**config.mk**
```make
export PLATFORM = sky130hd
export DESIGN_NAME = rbc_ctrl
export DESIGN_NICKNAME = d
export VERILOG_FILES = /design/src/hdl/rbc_pkg.sv /design/src/hdl/rbc_ctrl.sv
export SDC_FILE = /design/constraint.sdc
export NUM_CORES = 1
export LEC_CHECK = 0
export BUFFER_PORTS_ARGS = -buffer_cell sky130_fd_sc_hd__clkbuf_2
export CORE_MARGIN = 2
export CORE_UTILIZATION = 56
export CTS_CLUSTER_DIAMETER = 150
export DETAILED_ROUTE_END_ITERATION = 10
export GPL_ROUTABILITY_DRIVEN = 0
export HOLD_SLACK_MARGIN = 0.03
export PLACE_DENSITY = 0.91
export SETUP_SLACK_MARGIN = 0.02
export SYNTH_ARGS = -nofsm -noshare
export SYNTH_HDL_FRONTEND = slang
export SYNTH_SLANG_ARGS = --single-unit
```
**constraint.sdc**
```tcl
create_clock -name clk_sys_i -period 4.5 [get_ports clk_sys_i]
set_input_delay 0.675 -clock clk_sys_i [delete_from_list [all_inputs] [get_ports clk_sys_i]]
set_output_delay 0.675 -clock clk_sys_i [all_outputs]
set_load 0.005 [all_outputs]
```
**src/hdl/rbc_pkg.sv**
```systemverilog
package rbc_pkg;
    // register byte offsets
    localparam logic [7:0] OFS_INSTR     = 8'h00;
    localparam logic [7:0] OFS_IRQPIN    = 8'h04;
    localparam logic [7:0] OFS_WAKEEN    = 8'h08;
    localparam logic [7:0] OFS_STATUS    = 8'h0C;
    localparam logic [7:0] OFS_IRQ_STAT  = 8'h10;
    localparam logic [7:0] OFS_IRQ_MASK  = 8'h14;
    localparam logic [7:0] OFS_PTR_VALID = 8'h18;
    // instruction strobe bits
    localparam int unsigned INS_ARM     = 0;
    localparam int unsigned INS_ENTER   = 1;
    localparam int unsigned INS_IRQ_DIS = 2;
    localparam int unsigned INS_CER_SEL = 3;
    localparam int unsigned INS_RC_SEL  = 4;
    localparam int unsigned INS_WDIS    = 5;
    localparam int unsigned INS_WD_RST  = 6;
    localparam int unsigned INS_OTHER   = 7;
    // irq pin control fields
    localparam int unsigned IPC_EDGE       = 2;
    localparam int unsigned IPC_BACKUP_SEL = 3;
    localparam logic [3:0]  IPC_RST        = 4'h8;
    // status bits
    localparam int unsigned STS_RUN     = 0;
    localparam int unsigned STS_BACKUP  = 1;
    localparam int unsigned STS_OSC_LO  = 2;
    localparam int unsigned STS_OSC_HI  = 3;
    localparam int unsigned STS_WDT     = 4;
    localparam int unsigned STS_EXTCLK  = 5;
    localparam int unsigned STS_IRQ_EN  = 6;
    localparam int unsigned STS_ARMED   = 7;
    // event bits
    localparam int unsigned EV_W       = 4;
    localparam int unsigned EV_ENTER   = 0;
    localparam int unsigned EV_WAKE    = 1;
    localparam int unsigned EV_REFUSED = 2;
    localparam int unsigned EV_STAB    = 3;
    // oscillator selection codes
    localparam logic [1:0] OSC_NONE = 2'h0;
    localparam logic [1:0] OSC_CER  = 2'h1;
    localparam logic [1:0] OSC_RC   = 2'h2;
    // pointer register valid bits: z, x, y, d, e
    localparam int unsigned PTR_W   = 5;
    localparam logic [4:0]  PTR_RST = 5'h06;
    localparam logic [4:0]  PTR_NONE = 5'h00;
    localparam int unsigned STAB_EDGES = 16;
    typedef enum logic [2:0] {
        ST_STAB   = 3'b001,
        ST_RUN    = 3'b010,
        ST_BACKUP = 3'b100
    } rbc_state_e;
endpackage

```
**src/hdl/rbc_ctrl.sv**
```systemverilog
// Overview of operation
// - z, d, e pointers undefined after reset
// - enter backup only right after arm
// - enabled key pin low wakes from backup
// - z, x, y, d, e undefined after wakeup
// - watchdog active after every wakeup
// - irq pin bit3 clear: backup mode, int off
// - no backup with external clock source
// - first oscillator select wins, others stop
// - stabilize wait counted on on-chip oscillator
`timescale 1ns/10ps
`default_nettype none
module rbc_ctrl
    import rbc_pkg::*;
#(
    parameter int unsigned KEY_W      = 8,
    parameter int unsigned STAB_COUNT = STAB_EDGES
) (
    input  wire logic              clk_sys_i,
    input  wire logic              rst_i,
    input  wire logic              psel_i,
    input  wire logic              penable_i,
    input  wire logic              pwrite_i,
    input  wire logic [7:0]        paddr_i,
    input  wire logic [31:0]       pwdata_i,
    output logic      [31:0]       prdata_o,
    output logic                   pready_o,
    output logic                   pslverr_o,
    input  wire logic [KEY_W-1:0]  key_n_i,
    input  wire logic              int_pin_i,
    input  wire logic              onchip_osc_i,
    input  wire logic              ext_clk_strap_i,
    output logic                   core_run_o,
    output logic                   ram_hold_o,
    output logic                   osc_cer_en_o,
    output logic                   osc_rc_en_o,
    output logic                   onchip_osc_en_o,
    output logic                   int_in_o,
    output logic                   wdt_active_o,
    output logic                   irq_o
);
    // refused at elaboration; stab_cnt is eight bits wide
    if (KEY_W < 1 || KEY_W > 24) begin : g_bad_key_w
        $error("KEY_W out of range");
    end
    if (STAB_COUNT < 1 || STAB_COUNT > 255) begin : g_bad_stab
        $error("STAB_COUNT out of range");
    end

    typedef struct packed {
        rbc_state_e       state;
        logic [KEY_W-1:0] key_s1;
        logic [KEY_W-1:0] key_s2;
        logic [1:0]       int_s;
        logic [2:0]       osc_s;
        logic [1:0]       ext_s;
        logic             ext_clk;
        logic             strap_done;
        logic [7:0]       stab_cnt;
        logic             armed;
        logic             wdis_seen;
        logic             irq_en;
        logic [1:0]       osc_sel;
        logic [3:0]       ipc;
        logic [KEY_W-1:0] wake_en;
        logic [EV_W-1:0]  ev_stat;
        logic [EV_W-1:0]  ev_mask;
        logic [PTR_W-1:0] ptr_valid;
        logic             wdt;
        logic [31:0]      rdata;
        logic             ready;
        logic             slverr;
        logic             irq;
    } rbc_s;

    localparam rbc_s RST_VAL = '{
        state:     ST_STAB,
        key_s1:    '1,
        key_s2:    '1,
        int_s:     '0,
        osc_s:     '0,
        ext_s:     '0,
        ext_clk:   1'b0,
        strap_done: 1'b0,
        stab_cnt:  '0,
        armed:     1'b0,
        wdis_seen: 1'b0,
        irq_en:    1'b0,
        osc_sel:   OSC_NONE,
        ipc:       IPC_RST,
        wake_en:   '0,
        ev_stat:   '0,
        ev_mask:   '0,
        ptr_valid: PTR_RST,
        wdt:       1'b1,
        rdata:     '0,
        ready:     1'b0,
        slverr:    1'b0,
        irq:       1'b0
    };

    rbc_s s_reg;
    rbc_s s_next;

    logic            wr_done;
    logic            mapped;
    logic [7:0]      ins;
    logic            key_wake;
    logic            osc_rise;
    logic [EV_W-1:0] ev_set;
    logic [31:0]     status;

    always_comb begin
        s_next   = s_reg;
        ev_set   = '0;
        ins      = '0;
        // synchronisers; the second stage feeds logic, the oscillator's third stage only the edge detect
        s_next.key_s1 = key_n_i;
        s_next.key_s2 = s_reg.key_s1;
        s_next.int_s  = {s_reg.int_s[0], int_pin_i};
        s_next.osc_s  = {s_reg.osc_s[1:0], onchip_osc_i};
        s_next.ext_s  = {s_reg.ext_s[0], ext_clk_strap_i};
        osc_rise = s_reg.osc_s[1] & ~s_reg.osc_s[2];
        // strap caught once, at the first synced oscillator edge:
        // by then its synchroniser holds the pin, not the reset zeros
        if (!s_reg.strap_done && osc_rise) begin
            s_next.strap_done = 1'b1;
            s_next.ext_clk    = s_reg.ext_s[1];
        end
        key_wake = |(~s_reg.key_s2 & s_reg.wake_en);

        mapped = (paddr_i == OFS_INSTR) || (paddr_i == OFS_IRQPIN) ||
                 (paddr_i == OFS_WAKEEN) || (paddr_i == OFS_STATUS) ||
                 (paddr_i == OFS_IRQ_STAT) || (paddr_i == OFS_IRQ_MASK) ||
                 (paddr_i == OFS_PTR_VALID);
        wr_done = psel_i & penable_i & s_reg.ready & pwrite_i & mapped;
        // instructions only execute while the core runs
        if (wr_done && paddr_i == OFS_INSTR && s_reg.state == ST_RUN) begin
            ins = pwdata_i[7:0];
        end

        unique case (s_reg.state)
            ST_STAB: begin
                // timed on the on-chip oscillator, not the main one
                if (osc_rise) begin
                    if (s_reg.stab_cnt == 8'(STAB_COUNT - 1)) begin
                        s_next.stab_cnt = '0;
                        s_next.state    = ST_RUN;
                        ev_set[EV_STAB] = 1'b1;
                    end else begin
                        s_next.stab_cnt = s_reg.stab_cnt + 8'h01;
                    end
                end
            end
            ST_RUN: begin
                if (ins[INS_ENTER]) begin
                    // entry needs arm just before, backup mode, no ext clock
                    if (s_reg.armed && !s_reg.ipc[IPC_BACKUP_SEL]
                        && !s_reg.ext_clk) begin
                        s_next.state     = ST_BACKUP;
                        ev_set[EV_ENTER] = 1'b1;
                    end else begin
                        ev_set[EV_REFUSED] = 1'b1;
                    end
                end
                // arm survives idle cycles, but only until the very next instruction
                if (|ins) begin
                    s_next.armed = ins[INS_ARM] & ~(|ins[7:1]);
                end
                if (|ins) begin
                    s_next.wdis_seen = ins[INS_WDIS] & ~ins[INS_WD_RST];
                end
                if (s_reg.wdis_seen && ins[INS_WD_RST]) begin
                    s_next.wdt = 1'b0;
                end
                if (ins[INS_IRQ_DIS]) begin
                    s_next.irq_en = 1'b0;
                end
                // one shot; the earlier instruction wins
                if (s_reg.osc_sel == OSC_NONE) begin
                    if (ins[INS_CER_SEL]) begin
                        s_next.osc_sel = OSC_CER;
                    end else if (ins[INS_RC_SEL]) begin
                        s_next.osc_sel = OSC_RC;
                    end
                end
            end
            ST_BACKUP: begin
                s_next.armed = 1'b0;
                if (key_wake) begin
                    s_next.state     = ST_STAB;
                    s_next.stab_cnt  = '0;
                    s_next.wdt       = 1'b1;
                    s_next.wdis_seen = 1'b0;
                    s_next.ptr_valid = PTR_NONE;
                    ev_set[EV_WAKE]  = 1'b1;
                end
            end
            default: begin
                s_next.state = ST_STAB;
            end
        endcase

        status = '0;
        status[STS_RUN]    = s_reg.state == ST_RUN;
        status[STS_BACKUP] = s_reg.state == ST_BACKUP;
        status[STS_OSC_LO] = s_reg.osc_sel[0];
        status[STS_OSC_HI] = s_reg.osc_sel[1];
        status[STS_WDT]    = s_reg.wdt;
        status[STS_EXTCLK] = s_reg.ext_clk;
        status[STS_IRQ_EN] = s_reg.irq_en;
        status[STS_ARMED]  = s_reg.armed;

        if (wr_done) begin
            unique case (paddr_i)
                OFS_IRQPIN:    s_next.ipc = pwdata_i[3:0];
                OFS_WAKEEN:    s_next.wake_en = pwdata_i[KEY_W-1:0];
                OFS_IRQ_MASK:  s_next.ev_mask = pwdata_i[EV_W-1:0];
                OFS_PTR_VALID: s_next.ptr_valid = s_reg.ptr_valid | pwdata_i[PTR_W-1:0];
                default: begin
                end
            endcase
        end
        // write-one-to-clear; a new event in the same cycle wins
        if (wr_done && paddr_i == OFS_IRQ_STAT) begin
            s_next.ev_stat = (s_reg.ev_stat & ~pwdata_i[EV_W-1:0]) | ev_set;
        end else begin
            s_next.ev_stat = s_reg.ev_stat | ev_set;
        end
        // new mask too, so a mask write shows on irq together with the status
        s_next.irq = |(s_next.ev_stat & s_next.ev_mask);

        // no wait state; read data is captured in the setup cycle so it comes from a flop
        s_next.ready  = psel_i & ~penable_i;
        s_next.slverr = psel_i & ~penable_i & ~mapped;
        s_next.rdata  = '0;
        if (psel_i && !penable_i) begin
            unique case (paddr_i)
                OFS_IRQPIN:    s_next.rdata[3:0] = s_reg.ipc;
                OFS_WAKEEN:    s_next.rdata[KEY_W-1:0] = s_reg.wake_en;
                OFS_STATUS:    s_next.rdata = status;
                OFS_IRQ_STAT:  s_next.rdata[EV_W-1:0] = s_reg.ev_stat;
                OFS_IRQ_MASK:  s_next.rdata[EV_W-1:0] = s_reg.ev_mask;
                OFS_PTR_VALID: s_next.rdata[PTR_W-1:0] = s_reg.ptr_valid;
                default: begin
                end
            endcase
        end
    end

    always_ff @(posedge clk_sys_i or posedge rst_i) begin
        if (rst_i) begin
            s_reg <= RST_VAL;
        end else begin
            s_reg <= s_next;
        end
    end

    // pin-facing outputs registered so they come straight from flops
    logic core_run_reg;
    logic ram_hold_reg;
    logic cer_reg;
    logic rc_reg;
    logic onchip_reg;
    logic int_in_reg;

    always_ff @(posedge clk_sys_i or posedge rst_i) begin
        if (rst_i) begin
            core_run_reg <= 1'b0;
            ram_hold_reg <= 1'b0;
            cer_reg      <= 1'b0;
            rc_reg       <= 1'b0;
            onchip_reg   <= 1'b1;
            int_in_reg   <= 1'b0;
        end else begin
            core_run_reg <= s_next.state == ST_RUN;
            ram_hold_reg <= s_next.state == ST_BACKUP;
            // every oscillator stops in backup
            cer_reg      <= s_next.osc_sel == OSC_CER && s_next.state != ST_BACKUP;
            rc_reg       <= s_next.osc_sel == OSC_RC && s_next.state != ST_BACKUP;
            onchip_reg   <= s_next.osc_sel == OSC_NONE && s_next.state != ST_BACKUP;
            int_in_reg   <= s_reg.int_s[1] & s_next.ipc[IPC_BACKUP_SEL];
        end
    end

    assign prdata_o        = s_reg.rdata;
    assign pready_o        = s_reg.ready;
    assign pslverr_o       = s_reg.slverr;
    assign wdt_active_o    = s_reg.wdt;
    assign irq_o           = s_reg.irq;
    assign core_run_o      = core_run_reg;
    assign ram_hold_o      = ram_hold_reg;
    assign osc_cer_en_o    = cer_reg;
    assign osc_rc_en_o     = rc_reg;
    assign onchip_osc_en_o = onchip_reg;
    assign int_in_o        = int_in_reg;
endmodule // rbc_ctrl
`default_nettype wire

```
# [After elaboration in Yosys (flattened, before gate mapping)]
# Index checks and enable logic that the tools add are counted.
[totals] inputBits=56 reg_bits=107
[classes] reduce_logical=36 addsub=1 eq_ne=19 bitwise_logic=23 mux=45
[ops] op="8-bit two-way mux" n=6
[ops] op="8-bit by 4-bit equality test with 1-bit output, second input constant" n=3
[ops] op="8-bit by 5-bit equality test with 1-bit output, second input constant" n=3
[ops] op="4-bit one-hot mux with 6 select lines" n=1
[ops] op="8-bit one-hot mux with 2 select lines" n=1
[ops] op="8-bit OR reduction" n=2
[ops] op="1-bit two-way mux" n=15
[ops] op="3-bit two-way mux" n=5
[ops] op="12-bit two-way mux" n=1
[ops] op="4-bit two-way mux" n=3
[ops] op="1-bit logical AND" n=11
[ops] op="1-bit AND" n=10
[ops] op="5-bit two-way mux" n=2
[ops] op="9-bit two-way mux" n=1
[ops] op="3-bit one-hot mux with 3 select lines" n=1
[ops] op="3-bit AND reduction" n=3
[ops] op="8-bit by 1-bit adder with 8-bit output, second input constant" n=1
[ops] op="4-bit AND" n=2
[ops] op="8-bit AND" n=1
[ops] op="8-bit by 3-bit equality test with 1-bit output, second input constant" n=1
[ops] op="8-bit logical NOT" n=1
[ops] op="2-bit two-way mux" n=4
[ops] op="8-bit inverter" n=1
[ops] op="4-bit OR" n=2
[ops] op="23 further kinds" n=43

# [Logic depth before layout (Yosys ltp)]
# Gate-level depths: netlist of run 1.
[logic_depth] depth_word=17 depth_mapped=8 ltp_nobuf=6

# [Worst setup path after synthesis of run 1]
# OpenSTA, ideal clock, no wires.
[synth_path] kind="input port to flip-flop" start="in paddr_i[4]" end="reg s_reg, in the netlist irq_o" arrival_ns=2.354 stages=8 path_buffers=3 required_time_ns=4.361 setup_ns=0.139 slack_ns=2.008 cell_sequence="buf_4 -> or4b_1 -> buf_2 -> or3_1 -> buf_2 -> mux2_4 -> a21bo_4 -> o2111ai_1"
[synth_rtl] element="start: declaration" line_no="rbc_ctrl.sv:24" text="input wire logic [7:0] paddr_i,"
[synth_rtl] element="end signal: assignment" line_no="rbc_ctrl.sv:255" text="s_reg <= s_next;"
[synth_rtl] element="end: declaration" line_no="rbc_ctrl.sv:102" text="rbc_s s_reg;"

==> metrics.csv, run 1 <==
stage,metric,value,unit
pwr,Reg power frac,58.3,%
die,height of the die,84.8,um
critical_path,CP max-delay cell,or4_1,
drt,DRT antenna net count,0,
placement,setup slack at placement,1.71,ns
critical_path,"Max FO, Critical Path",9,
pwr,P_leak,0.00187,uW
pwr,power share of the combinational group,6.9,%
drt,Remaining DRCs,0,
yosys,Post-Syn Area,0.00366,sq mm
final_layout,non-filler instance count after layout,446,
yosys,top_reg_cell synth,dfrtp_1,
yosys,YS warnings,0,
outcome,outcome,"complete, no violations",
critical_path,largest stage delay on the critical path,0.68,ns
drt,wire per inst,16.5,um
clocking,later-pin clock latency in the skew report,0.35,ns
sta,Hold WS,0.355,ns
pwr,power density cells,340,mW/mm^2
yosys,Cells after Synth,316,
placement,post-DP HPWL,5370,um
global_routing,Tot GR Track Use,21.5,%
global_routing,first-pass GRT wire length,12000,um
yosys,synthesis-stage register bit count,83,
final_layout,Syn-to-layout area delta,9.96,%
die,Starting Density,57.6,%
placement,port buffer count,49,
yosys,largest cells by area after synthesis,"dfrtp_1 42%, dfstp_2 16%, buf_4 6.8%",
global_routing,GR Layer Usage met2,33.4,%
critical_path,cell family with most CP delay,simple AND/OR/NAND/NOR gates,
sta,final setup vio count,0,
clocking,CTS tree,built,
global_routing,initial antenna violation count,0,
global_routing,GR Layer Usage met1,28.8,%
clocking,post-CTS setup buffers,0,
yosys,top-area cell type share of the netlist area,41.7,%
pwr,Switch Pwr,352,uW
final_layout,max reg flops,53,
die,row count,29,
clocking,clk root buf,clkbuf_8,
critical_path,worst r2r src,s_reg[101],
die,top-level I/O count,98,
sta,Achievable Freq,403,MHz
die,full die area,0.00719,sq mm
yosys,post-synthesis sequential area ratio,57.5,%
yosys,Post-synth EDFFs,0,
sta,Final Hold Vio Count,0,
clocking,total CTS buffers,9,
sta,Slew Limit Fails,0,
sta,Tcrit/Tclk final,55.1,%
final_layout,nets,421,
yosys,ys async rst share,100,%
clocking,htree depth,3,
drt,drt pass-1 iters,6,
clocking,post_cts resized,0,
global_routing,GR Overflow Total,0,
clocking,"Hold-fix buffers, CTS",0,
critical_path,CP Capture Type,register,
critical_path,Required @ worst endpoint,4.76,ns
pwr,Switching Fraction,25.7,%
critical_path,WP buf/inv,1,
sta,RSZ-0062 raised after global routing,no,
critical_path,"Worst Path Class, Setup",in -> reg,
critical_path,CP arrival,2.74,ns
sta,setup tns final,0,ns
placement,Placed Cells,430,
drt,Avg Vias per Cell,5.90,
drt,Detailed Route Iter0 Violations,326,
pwr,clock power share,34.8,%
final_layout,diodes inserted,0,
worst_hold_path,min-delay src,s_next[77],
global_routing,met3 Usage GRT,4.77,%
pwr,internal power,1020,uW
global_routing,largest net degree at the start of global routing,43,
critical_path,"Cell Chain, Critical Path",clkbuf_2 -> or4_1 -> nor4_4 -> and4_1 -> a21oi_1 -> o2111ai_1,
worst_hold_path,worst min path class,reg -> reg,
job,max cap viols,0,
drt,WL final,7370,um
global_routing,vias in the first global route,2535,
global_routing,Top Usage Layer GRT,met2,
sta,worst-margin pin slew,0.748,ns
die,die width,84.8,um
critical_path,Worst Setup SP,paddr_i[4],
yosys,Netlist cell types,55,
clocking,clock sinks,83,
clocking,clock slew at reported path FFs,0.09,ns
drt,vias,2633,
sta,Clock Skews,0.0109,ns
sta,setup ws final,2.02,ns
yosys,syn_area_per_cell,11.6,sq um
sta,Slew HR,49.7,%
yosys,Synth area leader,dfrtp_1,
pwr,Peak VDD IR,0.246,mV
final_layout,share of layout cells above drive strength 1,31.2,%
die,core region area,0.00635,sq mm
clocking,clock buffer depth,2,
critical_path,startpoint types,primary input,
sta,min Tclk post-route,2.48,ns
==> placed cells by master, fill, tap and decap left out, drive strengths merged, types with 5 or more instances in the layout <==
cell	count
nand3	5
nand2	19
o21ai	8
mux2	12
clkbuf	58
dfstp	22
o22ai	5
nand2b	7
nor3	8
inv	16
mux2i	6
a31oi	5
dfrtp	61
a22o	7
nor4	9
nor2	16
a21oi	11
a22oi	8
conb	24
==> cells in the mapped netlist, types with 3 or more instances <==
library cell  number
nor2_1            16
dfrtp_1           61
and3_1             4
or4_1              3
inv_1             16
dfstp_2           22
mux2_2            11
nand3_1            5
o22ai_1            5
nand4_1            3
clkbuf_1           4
a22oi_1            8
a21oi_1           11
nor3_1             8
nor3b_1            4
nand2b_1           7
buf_4             33
a31oi_1            5
nand2_1           19
mux2i_1            6
o21ai_0            8
a22o_1             7
nor4_1             7
==> power by group through the flow <==
stage                     Clock, uW  Combinational (uW)  Sequential (uW)
after global routing            517                 106              800
after floorplan                   0                74.5              804
after CTS                       486                93.7              797
after detailed placement          0                93.2              811
final                           476                93.7              797
after global placement            0                90.7              808
==> layout make-up <==
cell class / instances / area [sq um]
clock buffers: 9 / 124
repair buffers: 53 / 275
inverters: 16 / 61.3
well taps: 77 / 96.3
fillers: 483 / 2330
multi-input cells: 201 / 1310
flip-flops and latches: 83 / 2100
clock inverters: 7 / 53.8
==> through the flow <==
| step | area, sq um | power (uW) | utilization [%] |
|---|---|---|---|
| final | 4020 | 1370 | 63.3 |
| after global routing | 4020 | 1420 | 63.3 |
| after detailed placement | 3840 | 904 | 60.5 |
| after floorplan | 3740 | 879 | - |
| after global placement | 3840 | 898 | 60.5 |
| after CTS | 4020 | 1380 | 63.3 |
==> path summary, 6_finish.rpt <==
kind                       cells after the start  slack [ns]         endpoint
hold reg to reg                                0        0.35        s_reg[77]
setup / recovery                               6        2.02            irq_o
setup reg to reg                               5        2.23            irq_o
hold / removal                                 0        0.35        s_reg[77]
min in group asynchronous                      2        0.38        s_reg[54]
max in group asynchronous                      3        3.16  onchip_osc_en_o
==> routing by layer <==
metal,vias up,routed length [um]
li1,1175,-
met1,1261,3020
met2,173,3460
met3,24,678
met4,0,218
met5,-,0
==> kinds of logic (layout without fill, tap and decap cells) <==
group / Yosys count / after routing / share of synthesized area [%]
AOI/OAI and AO/OA: 62 / 62 / 12.2
DFF: 83 / 83 / 57.5
xor gates and xnor gates: 1 / 1 / 0.240
and+or+nand+nor: 95 / 95 / 15.0
other: 1 / 24 / 0.103
adders and majority gates: 1 / 1 / 0.342
buffers and inverters: 55 / 85 / 9.10
muxes: 18 / 18 / 5.44
Note: power is estimated with default switching activity, not from simulation.
==> run 2, diff against run 1 <==
--- a/config.mk
+++ b/config.mk
@@ -5,14 +5,15 @@
 export SDC_FILE = /design/constraint.sdc
 export NUM_CORES = 1
 export LEC_CHECK = 0
+export ABC_AREA = 1
 export BUFFER_PORTS_ARGS = -buffer_cell sky130_fd_sc_hd__clkbuf_2
 export CORE_MARGIN = 2
-export CORE_UTILIZATION = 56
+export CORE_UTILIZATION = 48
 export CTS_CLUSTER_DIAMETER = 150
 export DETAILED_ROUTE_END_ITERATION = 10
 export GPL_ROUTABILITY_DRIVEN = 0
 export HOLD_SLACK_MARGIN = 0.03
-export PLACE_DENSITY = 0.91
+export PLACE_DENSITY = 0.83
 export SETUP_SLACK_MARGIN = 0.02
 export SYNTH_ARGS = -nofsm -noshare
 export SYNTH_HDL_FRONTEND = slang
==> constraint.sdc (replaced) <==
create_clock -name clk_sys_i -period 2.2 [get_ports clk_sys_i]
set_input_delay 0.33 -clock clk_sys_i [delete_from_list [all_inputs] [get_ports clk_sys_i]]
set_output_delay 0.33 -clock clk_sys_i [all_outputs]
set_load 0.005 [all_outputs]
==> run 2 against run 1 <==
  * Count of clock-buffer cells in the layout increased by 3
  * Hold slack got worse by 0.31 ns
  * Area after synthesis increased by 4.6%
  * Critical path type is now reg -> reg
  * Largest cell class unchanged
  * Cell area rose by 6.7%
  * Critical path depth up 1
==> metrics.csv, run 2 <==
stage,metric,value,unit,change
sta,Tcrit/Tclk final,83.4,%,
yosys,mux share of post-synthesis cell area,0.294,%,was 5.44%
job,max cap viols,0,,unchanged
worst_hold_path,min-delay src,key_n_i[5],,was s_next[77]
die,core region area,0.00773,sq mm,was 0.00635 sq mm
global_routing,GR Overflow Total,0,,unchanged
pwr,Peak VDD IR,0.481,mV,was 0.246 mV
yosys,top_reg_cell synth,dfrtp_1,,unchanged
final_layout,max reg flops,53,,unchanged
final_layout,# fillers,676,,was 483
yosys,Netlist cell types,28,,was 55
final_layout,footprint of the multi-input gates,0.00130,sq mm,was 0.00131 sq mm
drt,drt pass-1 iters,5,,was 6
clocking,clock buffer depth,2,,unchanged
critical_path,"Max FO, Critical Path",8,,was 9
yosys,syn_area_per_cell,8.72,sq um,was 11.6 sq um
critical_path,CP arrival,2.07,ns,was 2.74 ns
final_layout,nets,550,,was 421
yosys,most frequently used cell type in the post-synthesis netlist,nand2_1,,was dfrtp_1
sta,setup tns final,0,ns,unchanged
yosys,Cells after Synth,439,,was 316
final_layout,Syn-to-layout area delta,12.2,%,was 9.96%
worst_hold_path,worst min path class,in -> reg,,was reg -> reg
yosys,Synth Area in Simple Gates,22.5,%,was 15.0%
drt,DRT antenna net count,0,,unchanged
sta,Final Hold Vio Count,0,,unchanged
yosys,YS warnings,0,,unchanged
critical_path,worst r2r src,pready_o,,was s_reg[101]
global_routing,Tot GR Track Use,19.7,%,was 21.5%
global_routing,vias in the first global route,2998,,"was 2,535"
placement,post-DP HPWL,5980,um,was 5370 um
outcome,outcome,"complete, no violations",,unchanged
sta,Clock Skews,0.0139,ns,was 0.0109 ns
final_layout,diodes inserted,0,,unchanged
die,top-level I/O count,98,,unchanged
final_layout,register area,0.00210,sq mm,unchanged
critical_path,Worst Setup SP,pready_o,,was paddr_i[4]
final_layout,share of layout cells above drive strength 1,22.1,%,was 31.2%
placement,port buffer count,49,,unchanged
global_routing,initial antenna violation count,0,,unchanged
critical_path,startpoint types,register,,was primary input
sta,Slew HR,64.4,%,was 49.7%
clocking,later-pin clock latency in the skew report,0.36,ns,was 0.35 ns
yosys,Post-synth EDFFs,0,,unchanged
clocking,htree depth,3,,unchanged
global_routing,first-pass GRT wire length,13300,um,"was 12,000 um"
yosys,top-area cell type share of the netlist area,39.9,%,was 41.7%
sta,Slew Limit Fails,0,,unchanged
yosys,compound-gate portion of the synthesized area,8.44,%,was 12.2%
die,row count,32,,was 29
yosys,Post-Syn Area,0.00383,sq mm,was 0.00366 sq mm
critical_path,"Worst Path Class, Setup",reg -> reg,,was in -> reg
pwr,P_leak,0.00229,uW,was 0.00187 uW
die,die width,93.3,um,was 84.8 um
drt,Avg Vias per Cell,5.04,,was 5.90
yosys,synthesis-stage register bit count,83,,unchanged
yosys,largest family of logic cells by synthesized area,simple AND/OR/NAND/NOR gates,,unchanged
critical_path,"Cell Chain, Critical Path",nand4_1 -> inv_1 -> nand2_2 -> nor2_2 -> nand2_1 -> o21ai_0 -> nor2_1,,was clkbuf_2 -> or4_1 -> nor4_4 -> and4_1 -> a21oi_1 -> o2111ai_1
sta,Achievable Freq,545,MHz,
final_layout,most frequent cells in the layout,"91 x nand2_1, 64 x inv_1, 61 x dfrtp_1",,"was 61 x dfrtp_1, 49 x clkbuf_2, 24 x conb_1"
pwr,power density cells,692,mW/mm^2,was 340 mW/mm^2
die,height of the die,93.3,um,was 84.8 um
yosys,most frequent cells after synthesis,"91 x nand2_1, 65 x inv_1, 61 x dfrtp_1, 42 x nor2_1",,"was 61 x dfrtp_1, 33 x buf_4, 22 x dfstp_2, 19 x nand2_1"
drt,vias,3025,,"was 2,633"
critical_path,WP buf/inv,1,,unchanged
clocking,clk root buf,clkbuf_8,,unchanged
critical_path,largest stage delay on the critical path,0.35,ns,was 0.68 ns
clocking,clock sinks,83,,unchanged
global_routing,largest net degree at the start of global routing,66,,was 43
sta,Hold WS,0.0477,ns,was 0.355 ns
sta,final setup vio count,0,,unchanged
clocking,CTS tree,built,,unchanged
drt,wire per inst,13.2,um,was 16.5 um
critical_path,CP max-delay cell,dfrtp_1,,was or4_1
critical_path,CP Capture Type,register,,unchanged
yosys,largest cells by area after synthesis,"dfrtp_1 40%, dfstp_2 15%, nand2_1 8.9%",,"was dfrtp_1 42%, dfstp_2 16%, buf_4 6.8%"
clocking,clock slew at reported path FFs,0.09,ns,about the same
clocking,post_cts resized,0,,unchanged
yosys,Synth Area in XOR/XNOR,0,%,was 0.239%
clocking,total CTS buffers,9,,unchanged
die,Starting Density,49.5,%,was 57.6%
sta,min Tclk post-route,1.84,ns,
yosys,ys async rst share,100,%,unchanged
critical_path,Required @ worst endpoint,2.43,ns,was 4.76 ns
yosys,Synth area leader,dfrtp_1,,unchanged
final_layout,"most common cell after layout, fill and taps aside",nand2_1,,was dfrtp_1
yosys,Post-Synth Adder-Cell Area,0.327,%,was 0.342%
drt,Remaining DRCs,0,,unchanged
yosys,post-synthesis sequential area ratio,55.0,%,was 57.5%
die,full die area,0.00870,sq mm,was 0.00719 sq mm
drt,Detailed Route Iter0 Violations,255,,was 326
critical_path,cell family with most CP delay,simple AND/OR/NAND/NOR gates,,unchanged
sta,worst-margin pin slew,0.534,ns,was 0.748 ns
drt,WL final,7950,um,was 7370 um
sta,RSZ-0062 raised after global routing,no,,unchanged
run 2: changes by cell type after synthesis, sizes merged, moves of 9 or more:
cell and change:
nand4 +11, inv +52, nand2 +75, nand3 +15
nor4 -9, mux2 -11, o21ai +24, nor2 +33
run 2: area by class of cell:
| cell class | count | area share [%] |
|---|---|---|
| clock inverter | 4 | 0.729 |
| inverter | 68 | 6.03 |
| sequential | 83 | 49.0 |
| tap | 102 | 2.97 |
| multi-input combinational | 276 | 30.3 |
| timing repair buffer | 55 | 7.11 |
| clock buffer | 12 | 3.85 |
run 2: metrics by stage:
stage | utilization [%] | std cells | setup WS, ns | cell area (sq um) | total power, uW
after floorplan | - | 462 | 0.664 | 3920 | 1870
after global placement | 52.9 | 583 | 0.298 | 4090 | 1920
after detailed placement | 52.9 | 583 | 0.210 | 4090 | 1930
after global routing | 55.5 | 600 | 0.192 | 4290 | 3100
after CTS | 55.5 | 600 | 0.388 | 4290 | 2990
final | 55.5 | 600 | 0.364 | 4290 | 2970
run 2: path summary, 6_finish.rpt:
kind,end,slack (ns),cells past startpoint
worst min-delay path,s_next[88],0.05,1
worst max register to register,int_in_o,0.36,7
max in group asynchronous,onchip_osc_en_o,1.00,4
worst max-delay path,int_in_o,0.36,7
worst min register to register,s_reg[82],0.35,0
min in group asynchronous,s_reg[53],0.51,3
run 2: kinds of logic after synthesis:
group | Yosys count
flip-flops | 83
multiplexers | 1
other | 1
adder cells (fa/ha/maj) | 1
buffers and inverters | 103
AO/OA/AOI/OAI | 57
AND/OR/NAND/NOR | 193
run 2: what timing repair did:
item,in CTS,in global routing
hold buffers,1,0
setup endpoints to repair,0,0
hold endpoints to repair,9,0
buffers inserted,0,0
run 2: routing by layer:
| metal | track usage (%) | routed length, um | up-vias |
|---|---|---|---|
| met1 | 24.5 | 3310 | 1425 |
| met5 | 0 | 0 | - |
| met4 | 9.56 | 252 | 0 |
| li1 | - | - | 1456 |
| met3 | 5.00 | 518 | 22 |
| met2 | 32.0 | 3870 | 122 |
run 2: power by group:
part | switching (uW) | internal, uW
clock | 556 | 506
sequential | 36.5 | 1610
combinational | 172 | 88.1
